**config.mk**
```make
export PLATFORM = sky130hd
export DESIGN_NAME = dsbr_readout
export DESIGN_NICKNAME = d
export VERILOG_FILES = /design/src/inc/dsbr_pkg.sv /design/src/rtl/dsbr_trace_ring.sv /design/src/rtl/dsbr_readout.sv
export VERILOG_INCLUDE_DIRS = /design/src /design/src/inc
export SDC_FILE = /design/constraint.sdc
export NUM_CORES = 1
export LEC_CHECK = 0
export BUFFER_PORTS_ARGS = -buffer_cell sky130_fd_sc_hd__buf_2
export CAP_MARGIN = 20
export CORE_ASPECT_RATIO = 2
export CORE_MARGIN = 1.5
export CORE_UTILIZATION = 45
export CTS_CLUSTER_SIZE = 14
export DETAILED_ROUTE_END_ITERATION = 10
export PLACE_DENSITY_LB_ADDON = 0.25
export SLEW_MARGIN = 30
export SYNTH_ARGS = -nofsm -noshare
export SYNTH_HDL_FRONTEND = slang
export SYNTH_HIERARCHICAL = 1
export SYNTH_SLANG_ARGS = --single-unit
```
**constraint.sdc**
```tcl
create_clock -name clk -period 2.8 [get_ports clk]
set_clock_uncertainty 0.05 [all_clocks]
set_input_delay 0.14 -clock clk [delete_from_list [all_inputs] [get_ports clk]]
set_output_delay 0.14 -clock clk [all_outputs]
set_load 0.005 [all_outputs]
```
**src/inc/dsbr_defines.svh**
```systemverilog
// Constants of the drive status byte readout block
// Overview of operation
// Firmware trace codes are kept in a sixteen-byte wrap-around store, one per recorded event.
// Each trace-code read returns one stored code, oldest first, and removes it.
// A fault clear command discards every stored trace code at once.
// Bits seven to four of the identification byte carry a fixed four-bit identity code.
// Bits three to zero of the identification byte give one for 64 and zero for 32 sectors.
// The identification send request is raised only when the send-identity bit arrives.
// Status bit zero shows the cartridge tab, which blocks writes on heads zero and one.
// Status bit one shows the fixed switch, which blocks writes on heads two and three.
// Status bits two, three and four always read as zero.
// Status bit five is set only while spindle speed is within limits.
// Status bit six is set once the spindle has stopped after power-off or stop switch.
// Status bit seven is set, and spindle start is held off, on stop, no cartridge or open door.
// The auxiliary byte holds the cylinder value given in the latest loopback command.
// Byte address zero is identification, one trace code, two status, three auxiliary.
// A loopback command first asks for the low cylinder byte, then offers it back.
// A fault clear that comes with other events clears the trace store first.
// A new code written into a full store overwrites the oldest entry.
`ifndef DSBR_DEFINES_SVH
`define DSBR_DEFINES_SVH

// ********************************
// Byte addresses
// ********************************
`define DSBR_ADDR_ID      3'h0
`define DSBR_ADDR_TRACE   3'h1
`define DSBR_ADDR_FLAGS   3'h2
`define DSBR_ADDR_ECHO    3'h3
`define DSBR_ADDR_LOWCYL  3'h6

// ********************************
// Fields and values
// ********************************
`define DSBR_EXT_SEND_ID  2
`define DSBR_CFG_64SEC    4'h1
`define DSBR_CFG_32SEC    4'h0
`define DSBR_TRACE_DEPTH  5'h10
`define DSBR_TRACE_EMPTY  8'h00
`define DSBR_BYTE_RESET   8'h00
`define DSBR_HEAD_FIXED   2'h2

`endif

```
**src/inc/dsbr_pkg.sv**
```systemverilog
// Types of the drive status byte readout block
package dsbr_pkg;

  // ********************************
  // Carriers
  // ********************************
  typedef struct packed {
    logic cart_tab;
    logic fixed_switch;
  } dsbr_protect_s;

  typedef struct packed {
    logic panel_stop;
    logic cart_absent;
    logic door_open;
    logic speed_ok;
    logic rotation_zero;
  } dsbr_spindle_s;

  // ********************************
  // Loopback sequence
  // ********************************
  typedef enum logic [1:0] {
    LB_IDLE,
    LB_WAIT_CYL,
    LB_OFFER
  } dsbr_loop_e;

endpackage

```
**src/rtl/dsbr_trace_ring.sv**
```systemverilog
// Wrap-around store for firmware trace codes
`timescale 1ns/10ps
`include "dsbr_defines.svh"
module dsbr_trace_ring
  import dsbr_pkg::*;
(
  input  wire logic       clk,
  input  wire logic       resetn,
  input  wire logic       clear,
  input  wire logic       push,
  input  wire logic [7:0] push_data,
  input  wire logic       pop,
  output logic      [7:0] head_data,
  output logic            empty,
  output logic      [4:0] count
);

  logic [7:0] mem [0:15];
  logic [3:0] wr_ptr;
  logic [3:0] rd_ptr;
  logic [3:0] base_wr;
  logic [3:0] base_rd;
  logic [4:0] base_cnt;
  logic       do_pop;
  logic [3:0] rd_after_pop;
  logic [4:0] cnt_after_pop;
  logic       overwrite;

  // Clear acts first so a code pushed with it survives
  assign base_wr       = clear ? 4'h0 : wr_ptr;
  assign base_rd       = clear ? 4'h0 : rd_ptr;
  assign base_cnt      = clear ? 5'h00 : count;
  assign do_pop        = pop & ~clear & (count != 5'h00);
  assign rd_after_pop  = do_pop ? base_rd + 4'h1 : base_rd;
  assign cnt_after_pop = do_pop ? base_cnt - 5'h01 : base_cnt;
  assign overwrite     = push & (cnt_after_pop == `DSBR_TRACE_DEPTH);
  assign head_data     = mem[rd_ptr];
  assign empty         = (count == 5'h00);

  always_ff @(posedge clk) begin
    if (push) begin
      mem[base_wr] <= push_data;
    end
  end

  always_ff @(posedge clk or negedge resetn) begin
    if (!resetn) begin
      wr_ptr <= 4'h0;
      rd_ptr <= 4'h0;
      count  <= 5'h00;
    end else begin
      wr_ptr <= push ? base_wr + 4'h1 : base_wr;
      rd_ptr <= overwrite ? rd_after_pop + 4'h1 : rd_after_pop;
      count  <= (push & ~overwrite) ? cnt_after_pop + 5'h01 : cnt_after_pop;
    end
  end

endmodule

```
**src/rtl/dsbr_readout.sv**
```systemverilog
// Drive-side readable bytes: trace codes, identity, hardware flags, loopback echo
`timescale 1ns/10ps
`include "dsbr_defines.svh"
module dsbr_readout
  import dsbr_pkg::*;
#(
  // Identity code value is arbitrary
  parameter logic [3:0] DEV_IDENTITY = 4'hA
)
(
  input  wire logic          clk,
  input  wire logic          resetn,
  input  wire logic          rd_strobe,
  input  wire logic    [2:0] rd_addr,
  input  wire logic          wr_strobe,
  input  wire logic    [2:0] wr_addr,
  input  wire logic    [7:0] bus_in,
  output logic         [7:0] bus_out,
  output logic               bus_oe_n,
  output logic               rd_ack,
  input  wire logic          ext_valid,
  input  wire logic    [7:0] ext_byte,
  input  wire logic          loop_cmd,
  input  wire logic          fault_clear,
  input  wire logic          trace_push,
  input  wire logic    [7:0] fault_trace_code,
  input  wire logic          sector64_strap,
  input  wire dsbr_protect_s prot,
  input  wire logic    [1:0] head_sel,
  input  wire dsbr_spindle_s spin,
  input  wire logic          spindle_off_cmd,
  input  wire logic          spindle_on_cmd,
  output logic               write_block,
  output logic               spindle_inhibit,
  output logic               id_send_req,
  output logic               lowcyl_req,
  output logic               echo_send_req,
  output logic         [4:0] trace_count
);

  // ********************************
  // Declarations
  // ********************************
  logic       [7:0] identity_and_config;
  logic       [7:0] hardware_condition_flags;
  logic       [7:0] loopback_echo;
  logic       [3:0] sector_cfg;
  logic             strap_taken;
  logic             pwroff_seen;
  dsbr_loop_e       lb_state;
  dsbr_loop_e       next_lb_state;
  logic       [7:0] trace_head;
  logic             trace_empty;
  logic       [4:0] ring_count;
  logic       [7:0] fault_trace_entry;
  logic             rd_id;
  logic             rd_trace;
  logic             rd_flags;
  logic             rd_echo;
  logic             wr_lowcyl;
  logic             send_id_seen;
  logic       [7:0] next_bus_out;
  logic       [7:0] next_flags;
  logic             stop_cond;
  logic             head_fixed;
  logic             next_write_block;
  logic             next_id_send_req;
  logic             next_lowcyl_req;
  logic             next_echo_req;
  logic       [7:0] next_echo;

  // ********************************
  // Address decode
  // ********************************
  assign rd_id     = rd_strobe & (rd_addr == `DSBR_ADDR_ID);
  assign rd_trace  = rd_strobe & (rd_addr == `DSBR_ADDR_TRACE);
  assign rd_flags  = rd_strobe & (rd_addr == `DSBR_ADDR_FLAGS);
  assign rd_echo   = rd_strobe & (rd_addr == `DSBR_ADDR_ECHO);
  assign wr_lowcyl = wr_strobe & (wr_addr == `DSBR_ADDR_LOWCYL);

  // ********************************
  // Trace store
  // ********************************
  // Each trace read of a non-empty store pops exactly one entry, except in a cycle that also brings a fault clear
  dsbr_trace_ring u_ring (
    .clk       (clk),
    .resetn    (resetn),
    .clear     (fault_clear),
    .push      (trace_push),
    .push_data (fault_trace_code),
    .pop       (rd_trace),
    .head_data (trace_head),
    .empty     (trace_empty),
    .count     (ring_count)
  );

  // An empty store reads as a neutral byte rather than stale memory
  assign fault_trace_entry = trace_empty ? `DSBR_TRACE_EMPTY : trace_head;

  // ********************************
  // Identity byte
  // ********************************
  // Strap is caught after reset release, never inside the reset branch
  always_ff @(posedge clk or negedge resetn) begin
    if (!resetn) begin
      strap_taken <= 1'b0;
      sector_cfg  <= `DSBR_CFG_32SEC;
    end else if (!strap_taken) begin
      strap_taken <= 1'b1;
      sector_cfg  <= sector64_strap ? `DSBR_CFG_64SEC : `DSBR_CFG_32SEC;
    end
  end

  assign identity_and_config = {DEV_IDENTITY, sector_cfg};

  // ********************************
  // Hardware condition flags
  // ********************************
  assign stop_cond  = spin.panel_stop | spin.cart_absent | spin.door_open;
  assign head_fixed = (head_sel >= `DSBR_HEAD_FIXED);

  assign next_flags = {stop_cond,
                       spin.rotation_zero & pwroff_seen,
                       spin.speed_ok,
                       3'h0,
                       prot.fixed_switch,
                       prot.cart_tab};

  assign next_write_block = head_fixed ? prot.fixed_switch : prot.cart_tab;

  // Remembers why the spindle stops; a start command forgets it
  always_ff @(posedge clk or negedge resetn) begin
    if (!resetn) begin
      pwroff_seen <= 1'b0;
    end else if (spindle_off_cmd | spin.panel_stop) begin
      pwroff_seen <= 1'b1;
    end else if (spindle_on_cmd) begin
      pwroff_seen <= 1'b0;
    end
  end

  always_ff @(posedge clk or negedge resetn) begin
    if (!resetn) begin
      hardware_condition_flags <= `DSBR_BYTE_RESET;
      write_block              <= 1'b0;
      spindle_inhibit          <= 1'b0;
    end else begin
      hardware_condition_flags <= next_flags;
      write_block              <= next_write_block;
      spindle_inhibit          <= stop_cond;
    end
  end

  // ********************************
  // Identity send request
  // ********************************
  // A new request in the cycle the adapter reads the byte wins over the clear
  assign send_id_seen     = ext_valid & ext_byte[`DSBR_EXT_SEND_ID];
  assign next_id_send_req = send_id_seen | (id_send_req & ~rd_id);

  // ********************************
  // Loopback sequence
  // ********************************
  always_comb begin
    next_lb_state   = lb_state;
    next_lowcyl_req = lowcyl_req;
    next_echo_req   = echo_send_req;
    next_echo       = loopback_echo;
    unique case (lb_state)
      LB_IDLE: begin
        if (loop_cmd) begin
          next_lb_state   = LB_WAIT_CYL;
          next_lowcyl_req = 1'b1;
        end
      end
      LB_WAIT_CYL: begin
        if (wr_lowcyl) begin
          next_lb_state   = LB_OFFER;
          next_lowcyl_req = 1'b0;
          next_echo_req   = 1'b1;
          next_echo       = bus_in;
        end
      end
      LB_OFFER: begin
        if (rd_echo) begin
          next_lb_state = LB_IDLE;
          next_echo_req = 1'b0;
        end
      end
    endcase
  end

  always_ff @(posedge clk or negedge resetn) begin
    if (!resetn) begin
      lb_state      <= LB_IDLE;
      lowcyl_req    <= 1'b0;
      echo_send_req <= 1'b0;
      loopback_echo <= `DSBR_BYTE_RESET;
      id_send_req   <= 1'b0;
    end else begin
      lb_state      <= next_lb_state;
      lowcyl_req    <= next_lowcyl_req;
      echo_send_req <= next_echo_req;
      loopback_echo <= next_echo;
      id_send_req   <= next_id_send_req;
    end
  end

  // ********************************
  // Read return
  // ********************************
  // Unmapped addresses still answer, with a zero byte, so the adapter never hangs
  assign next_bus_out = rd_id    ? identity_and_config :
                        rd_trace ? fault_trace_entry :
                        rd_flags ? hardware_condition_flags :
                        rd_echo  ? loopback_echo :
                                   `DSBR_BYTE_RESET;

  always_ff @(posedge clk or negedge resetn) begin
    if (!resetn) begin
      bus_out     <= `DSBR_BYTE_RESET;
      bus_oe_n    <= 1'b1;
      rd_ack      <= 1'b0;
      trace_count <= 5'h00;
    end else begin
      bus_out     <= rd_strobe ? next_bus_out : `DSBR_BYTE_RESET;
      bus_oe_n    <= ~rd_strobe;
      rd_ack      <= rd_strobe;
      trace_count <= ring_count;
    end
  end

  // ********************************
  // Checks
  // ********************************
  trace_oldest_a: assert property (
    @(posedge clk) disable iff (!resetn)
    rd_trace && !trace_empty && !fault_clear |=> bus_out == $past(trace_head)
  ) else $error("trace read did not return the oldest entry");

  trace_drain_a: assert property (
    @(posedge clk) disable iff (!resetn)
    rd_trace && !trace_push && !fault_clear && ring_count != 5'h00
      |=> ring_count == $past(ring_count) - 5'h01
  ) else $error("trace read did not remove one entry");

  trace_clear_a: assert property (
    @(posedge clk) disable iff (!resetn)
    fault_clear && !trace_push |=> ring_count == 5'h00 ##1 trace_count == 5'h00
  ) else $error("fault clear left trace codes behind");

  trace_cap_a: assert property (
    @(posedge clk) disable iff (!resetn)
    ring_count == 5'h10 && trace_push && !rd_trace && !fault_clear
      |=> ring_count == 5'h10
  ) else $error("full store did not overwrite in place");

  ident_byte_a: assert property (
    @(posedge clk) disable iff (!resetn)
    rd_id |=> bus_out[7:4] == DEV_IDENTITY && !bus_oe_n && rd_ack
  ) else $error("identity code missing on bus");

  sector_cfg_a: assert property (
    @(posedge clk) disable iff (!resetn)
    strap_taken && $past(strap_taken)
      |-> (sector_cfg == 4'h1 || sector_cfg == 4'h0) && $stable(sector_cfg)
  ) else $error("sector configuration changed or illegal");

  id_request_a: assert property (
    @(posedge clk) disable iff (!resetn)
    !id_send_req && !send_id_seen |=> !id_send_req
  ) else $error("identity request raised without command");

  cart_block_a: assert property (
    @(posedge clk) disable iff (!resetn)
    prot.cart_tab && head_sel < 2'h2 |=> write_block
  ) else $error("cartridge write not blocked");

  fixed_block_a: assert property (
    @(posedge clk) disable iff (!resetn)
    prot.fixed_switch && head_sel >= 2'h2 |=> write_block
  ) else $error("fixed media write not blocked");

  flag_reserved_a: assert property (
    @(posedge clk) disable iff (!resetn)
    rd_flags |=> bus_out[4:2] == 3'h0
  ) else $error("reserved status bits not zero");

  speed_flag_a: assert property (
    @(posedge clk) disable iff (!resetn)
    hardware_condition_flags[5] |-> $past(spin.speed_ok)
  ) else $error("speed flag set outside limits");

  stopped_flag_a: assert property (
    @(posedge clk) disable iff (!resetn)
    hardware_condition_flags[6] |-> $past(spin.rotation_zero)
  ) else $error("stopped flag while spindle turns");

  stop_inhibit_a: assert property (
    @(posedge clk) disable iff (!resetn)
    spin.cart_absent || spin.door_open || spin.panel_stop
      |=> spindle_inhibit && hardware_condition_flags[7]
  ) else $error("spindle not held off");

  echo_hold_a: assert property (
    @(posedge clk) disable iff (!resetn)
    lb_state == LB_WAIT_CYL && wr_lowcyl |=> loopback_echo == $past(bus_in)
  ) else $error("echo byte does not hold cylinder value");

  loop_order_a: assert property (
    @(posedge clk) disable iff (!resetn)
    lb_state == LB_IDLE && loop_cmd |=> lowcyl_req && !echo_send_req
  ) else $error("loopback did not ask for low cylinder first");

  loop_offer_a: assert property (
    @(posedge clk) disable iff (!resetn)
    lb_state == LB_WAIT_CYL && wr_lowcyl |=> echo_send_req && !lowcyl_req
  ) else $error("loopback did not offer the byte back");

  clear_first_a: assert property (
    @(posedge clk) disable iff (!resetn)
    fault_clear && trace_push && !rd_trace |=> ring_count == 5'h01
  ) else $error("clear did not act before new code");

  unmapped_a: assert property (
    @(posedge clk) disable iff (!resetn)
    rd_strobe && rd_addr > 3'h3 |=> bus_out == 8'h00 && rd_ack
  ) else $error("unmapped read not zero");

endmodule

```
---- Word level (Yosys, flattened, before mapping) ----
Memory sizes are Yosys's and may differ from the RTL's.
Cells that the tools add are included.
storage, ports and cells
  bits in registers ....................... 54
  latch bits .............................. 0
  memory bits (writable) .................. 128
  bits in read-only memories .............. 0
  bits of input ports ..................... 50
  logic and storage cells ................. 96
  memories kept ........................... 1
operators by class
  add/sub/neg operators ................... 5
  multiply operators ...................... 0
  div/mod/pow operators ................... 0
  order comparisons ....................... 1
  equality and inequality tests ........... 10
  shift operators ......................... 0
  muxes and demuxes ....................... 30
  bitwise operators ....................... 20
  reduce and logical (&&, ||, !) cells .... 11
memory list
  memory      depth  bits a word  rd ports  clocked after Yosys merged registers in  wr ports  line                   source
  u_ring.mem  16     8            1         0                                        1         dsbr_trace_ring.sv:18  logic [7:0] mem [0:15];
operators by type and width
  operator             number
  $mux 8               6
  $mux 4               5
  $mux 5               3
  $add 4x1->4 const B  3
  $and 1x1->1          12
  $mux 1               10
  $reduce_and 3->1     3
  $eq 3x2->1 const B   2
  $mux 2               3
  $ne 2x2->1 const B   3
  $pmux 2 s3           1
  $reduce_bool 2->1    3
  $add 5x1->5 const B  1
  $eq 5x5->1 const B   1
  $logic_not 5->1      1
  $reduce_bool 5->1    1
  $sub 5x1->5 const B  1
  $not 1->1            4
  $or 1x1->1           4
  $pmux 1 s2           2
  $eq 3x1->1 const B   1
  $eq 3x3->1 const B   1
  $logic_not 3->1      1
  $eq 2x1->1 const B   1
  other kinds (4)      4

---- Longest topological paths before layout ----
  depth in word-level cells ............... 10
  gate-level depth with buffers ........... 12
  mapped depth without buffers ............ 10

---- Modules after synthesis ----
The synthesis kept the hierarchy.
modules (own cells, without submodules)
  module           times used  cells an instance  area each (µm²)  seq. area each (µm²)
  dsbr_trace_ring  1           317                5950.7           4169.0
  dsbr_readout     1           108                1564.0           927.1

---- Worst setup path after synthesis ----
No wires, ideal clock.
  kind .................................... reg-to-reg
  start point ............................. register u_ring.rd_ptr[1]
  end point ............................... register u_ring.rd_ptr[3]
  library setup time ...................... 125 ps
  arrival time ............................ 2210 ps
  data required time ...................... 2625 ps
  path slack .............................. 415 ps
  stages on the path, launching flop included .. 9
  buffers on the path ..................... 2
  period minus slack after synthesis ...... 2385 ps
  cell sequence ........................... dfrtp_1 clkbuf_1 buf_1 nor2b_1 ha_1 xnor2_1 or4_1 a21oi_1 mux2_2
between the ends
  word-level cells in the longest chain between the ends .. 5
RTL lines
  item                      line                   source
  start: declaration        dsbr_trace_ring.sv:20  logic [3:0] rd_ptr;
  start signal: assignment  dsbr_trace_ring.sv:53  rd_ptr <= overwrite ? rd_after_pop + 4'h1 : rd_after_pop;
  $mux 4 (*)                dsbr_trace_ring.sv:31  assign base_rd = clear ? 4'h0 : rd_ptr;
  $add 4x1->4               dsbr_trace_ring.sv:34  assign rd_after_pop = do_pop ? base_rd + 4'h1 : base_rd;
  $mux 4 (*)                dsbr_trace_ring.sv:34
  $add 4x1->4               dsbr_trace_ring.sv:53
  $mux 4 (*)                dsbr_trace_ring.sv:53
Every way passes the cells marked *; elsewhere a longest branch is shown, timed or not.
A chain may end at the register's enable or synchronous reset.

---- Worst setup path in the final report ----
  start point ............................. register u_ring.count[1]
  end point ............................... register u_ring.count[1]
between the ends
  word-level cells in the longest chain between the ends .. 8
  elaborated cells on any way between the ends .. 11
  those cells by class .................... 2 x add/sub; 1 x eq/ne; 3 x mux; 4 x bitwise; 1 x reduce/logical
RTL lines
  item                                                                 line                                          source
  start: declaration                                                   dsbr_trace_ring.sv:15                         output logic [4:0] count
  start signal: assignment                                             dsbr_trace_ring.sv:54                         count <= (push & ~overwrite) ? cnt_after_pop + 5'h01 : cnt_after_pop;
  $mux 5 or $reduce_bool 5->1 (tied branches)                          dsbr_trace_ring.sv:32, dsbr_trace_ring.sv:33
  $sub 5x1->5 or $and 1x1->1 (tied branches)                           dsbr_trace_ring.sv:35, dsbr_trace_ring.sv:33
  $mux 5 (*)                                                           dsbr_trace_ring.sv:35                         assign cnt_after_pop = do_pop ? base_cnt - 5'h01 : base_cnt;
  parallel branches: the longest is 4 deep, another holds $add 5x1->5  --
  $mux 5 (*)                                                           dsbr_trace_ring.sv:54
Every way passes the cells marked *.

==> results.cfg <==
[power]
power_frac_comb_pct = 12.4
power_per_cell_area_nw_per_um2 = 690
ir_drop_uv = 356
seqPwrFrac_pct = 49.4
switching_share_pct = 23.9
p_int_w = 0.00474
switchingPower_w = 0.00149
clkPwrFrac_pct = 38.2
p_leak_nw = 3.39

[detailed_routing]
antenna_left = 0
drt-pass1-iter-count = 4
initialDrtViolationCount = 285
route.detailed.drc = 0
via_per_inst = 5.41
vias = 4054
wl_per_cell_um = 19.6
drt_wl_total_um = 14700

[clock_tree]
htree_levels = 4
numCtsBuffers = 17
clk_pin_slew_ns = 0.07
root_buffer = clkbuf_16
cts.path.max_buffers = 2
clock_sinks = 178
clk_latency_ns = 0.42
cts_tree = done

[place]
dp_hpwl_um = 10300
placed_cell_area_sq_um = 8190
gp_congestion = 0.742
io_buffers = 61
placed_cells = 695

[floorplan]
core_area_sq_um = 16300
row_count = 66
ios = 70
die_h_um = 186
die_area_sq_um = 17500
start_util_pct = 46.2
die_x_um = 94.4

[synthesis]
netlist_top_cells_area = edfxtp_1, dfrtp_1, mux4_2
synth_top_family_by_area = multiplexers
synth_compound_area_share_pct = 3.85
ys_warn_count = 6
netlist_top_cells_count = edfxtp_1, dfrtp_1, mux4_2
yosysUniqueCellTypes = 59
synth_ff_type = edfxtp_1
async_flop_share_pct = 28.1
ys_seq_area_share_pct = 67.8
synth.most_common_cell = edfxtp_1
synth-xor-area-share_pct = 1.40
synth_top_area_share_pct = 51.1
syn_avg_cell_area_sq_um = 17.7
synth_seq_cells = 178
postSynthCellCount = 425
synthSimpleGateAreaFrac_pct = 7.04
synth.largest_area_cell = edfxtp_1
synth-edff-count = 128
syn_nets = 488
synth_fa_ha_area_share_pct = 2.16
synth.area.mux_share_pct = 15.6
syn_area_sq_um = 7510

[critical_path]
setup.worst_path.start = u_ring/count[1]
crit_path_end_kind = register
critPathMaxStageDelay_ns = 0.45
cp_top_family = compound AO/OA/AOI/OAI gates
cp_num_buf_inv = 1
worst_ep_required_time_ns = 3.04
path_cells = or2b_1, ha_1, nor2b_1, o21ai_0, a21oi_1, inv_1, ha_1, o311ai_4, o21ai_2, mux2_1
worstSetupPathType = reg2reg
cp_max_fo = 7
crit-reg2reg-capture = u_ring/count[1]
rrSetupSlack_ns = 0.24
critPathLaunchType = register
cp_slowest_cell = dfrtp_1
r2r-start = u_ring/count[1]
crit_path_frequent_cell = ha_1
endpoint = u_ring/count[1]
cp.depth = 10
cp.arrival_ns = 2.80
worstRegToRegCells = 10

[cells_and_area]
area_delta_synth_final_pct = 20.0
fillCellCount = 1238
diodes = 0
final_cells = 750
drive_gt1_share_pct = 33.9
postLayoutCoreUtil_pct = 55.5
multiInputGateArea_sq_um = 2260
final_nets = 596
final_area_sq_um = 9020
seq_area_sq_um = 5100

[job]
max-cap-violations = 0

[outcome]
outcome = complete, no violations

[sta]
rsz0062_at_grt = false
period_share_pct = 91.3
final_hold_viol_count = 0
tightest_slew_ns = 0.678
tns_ns = 0
slew_headroom_pct = 54.8
drv_slew = 0
fin_crit_ns = 2.56
setup_viol = 0
fmax_ghz = 0.391

[grt]
grt_max_degree = 35
grt_pass1_wl_um = 22500
grt_overflow = 0
grt_use_total_pct = 17.8
grt_pass1_vias = 4189
antenna_found_initial = 0

[hold_path]
hold_path_class = in2reg
hold_depth = 1
[per-layer routing]
metal / global-route usage [%] / share of wire, % / vias up
li1: - / - / 1850
met1: 18.2 / 37 / 2092
met2: 34.2 / 58 / 96
met3: 3.47 / 2.7 / 16
met4: 7.52 / 2.4 / 0
met5: 0 / 0 / -
[state kept, by name, summed over array words and instances, names as in the netlist, 2 cells and up]
| signal | count |
|---|---|
| bus_out | 8 |
| hardware_condition_flags | 5 |
| lb_state | 2 |
| loopback_echo | 8 |
| trace_count | 5 |
| u_ring/count | 5 |
| u_ring/mem | 128 |
| u_ring/rd_ptr | 4 |
| u_ring/wr_ptr | 4 |
[through the flow]
| step | hold slack (ns) | total power [W] | worst slack, ns |
|---|---|---|---|
| floorplan | -0.206 | 0.00362 | 0.415 |
| global placement | 0.155 | 0.00385 | 0.322 |
| detailed placement | 0.174 | 0.00389 | 0.257 |
| CTS | 0.0284 | 0.00629 | 0.247 |
| global route | 0.0340 | 0.00647 | 0.0723 |
| finish | 0.0464 | 0.00623 | 0.242 |
[area by class of cell]
class	instances	area share, %
flip-flops and latches	178	56.5
multi-input cells	212	25.1
repair buffers	108	8.21
clock buffers	19	5.15
well taps	204	2.83
clock inverters	13	1.54
inverters	16	0.666
[worst min-delay path by stage]
stage / start / to / slack [ns]
3_3_place_gp: resetn / trace_count[4] / 0.15
2_1_floorplan: resetn / bus_out[0] / -0.21
5_1_grt: fault_trace_code[0] / u_ring/mem[10][0] / 0.03
6_report: fault_trace_code[3] / u_ring/mem[10][3] / 0.05
4_1_cts: rd_addr[2] / bus_out[4] / 0.03
3_5_place_dp: resetn / trace_count[3] / 0.17
[cell families after synthesis]
kind of cell             count (synthesis)
AND/OR/NAND/NOR                         91
multiplexers                            62
flip-flops                             178
adder cells (fa/ha/maj)                 13
XOR/XNOR                                12
buffers and inverters                   35
AO/OA/AOI/OAI                           33
other                                    1
[placed cells by master (no fill, tap or decap), drive strengths merged, types with 11 or more instances in the layout]
master       Yosys  layout
buf             11      85
clkbuf           8      19
dfrtp           49      49
dlygate4sd3      0      23
edfxtp         128     128
ha              13      13
inv             16      24
mux2            16      16
mux4            40      40
nor2            27      27
nor2b           11      11
nor3            11      11
[power by group through the flow]
stage,registers [W],logic [W],clock network (W)
after CTS,0.00308,0.000782,0.00243
final,0.00308,0.000771,0.00238
after global placement,0.00312,0.000727,0
after global routing,0.00309,0.000845,0.00254
after floorplan,0.00311,0.000514,0
after detailed placement,0.00313,0.000752,0
[what timing repair did]
| action | 4_1_cts | 5_1_grt |
|---|---|---|
| endpoints found under the hold margin | 49 | 0 |
| hold buffers | 23 | 0 |
| setup buffers | 0 | 0 |
| gates resized for setup | 0 | 0 |
No activity file was read; power rests on OpenSTA's default activity.
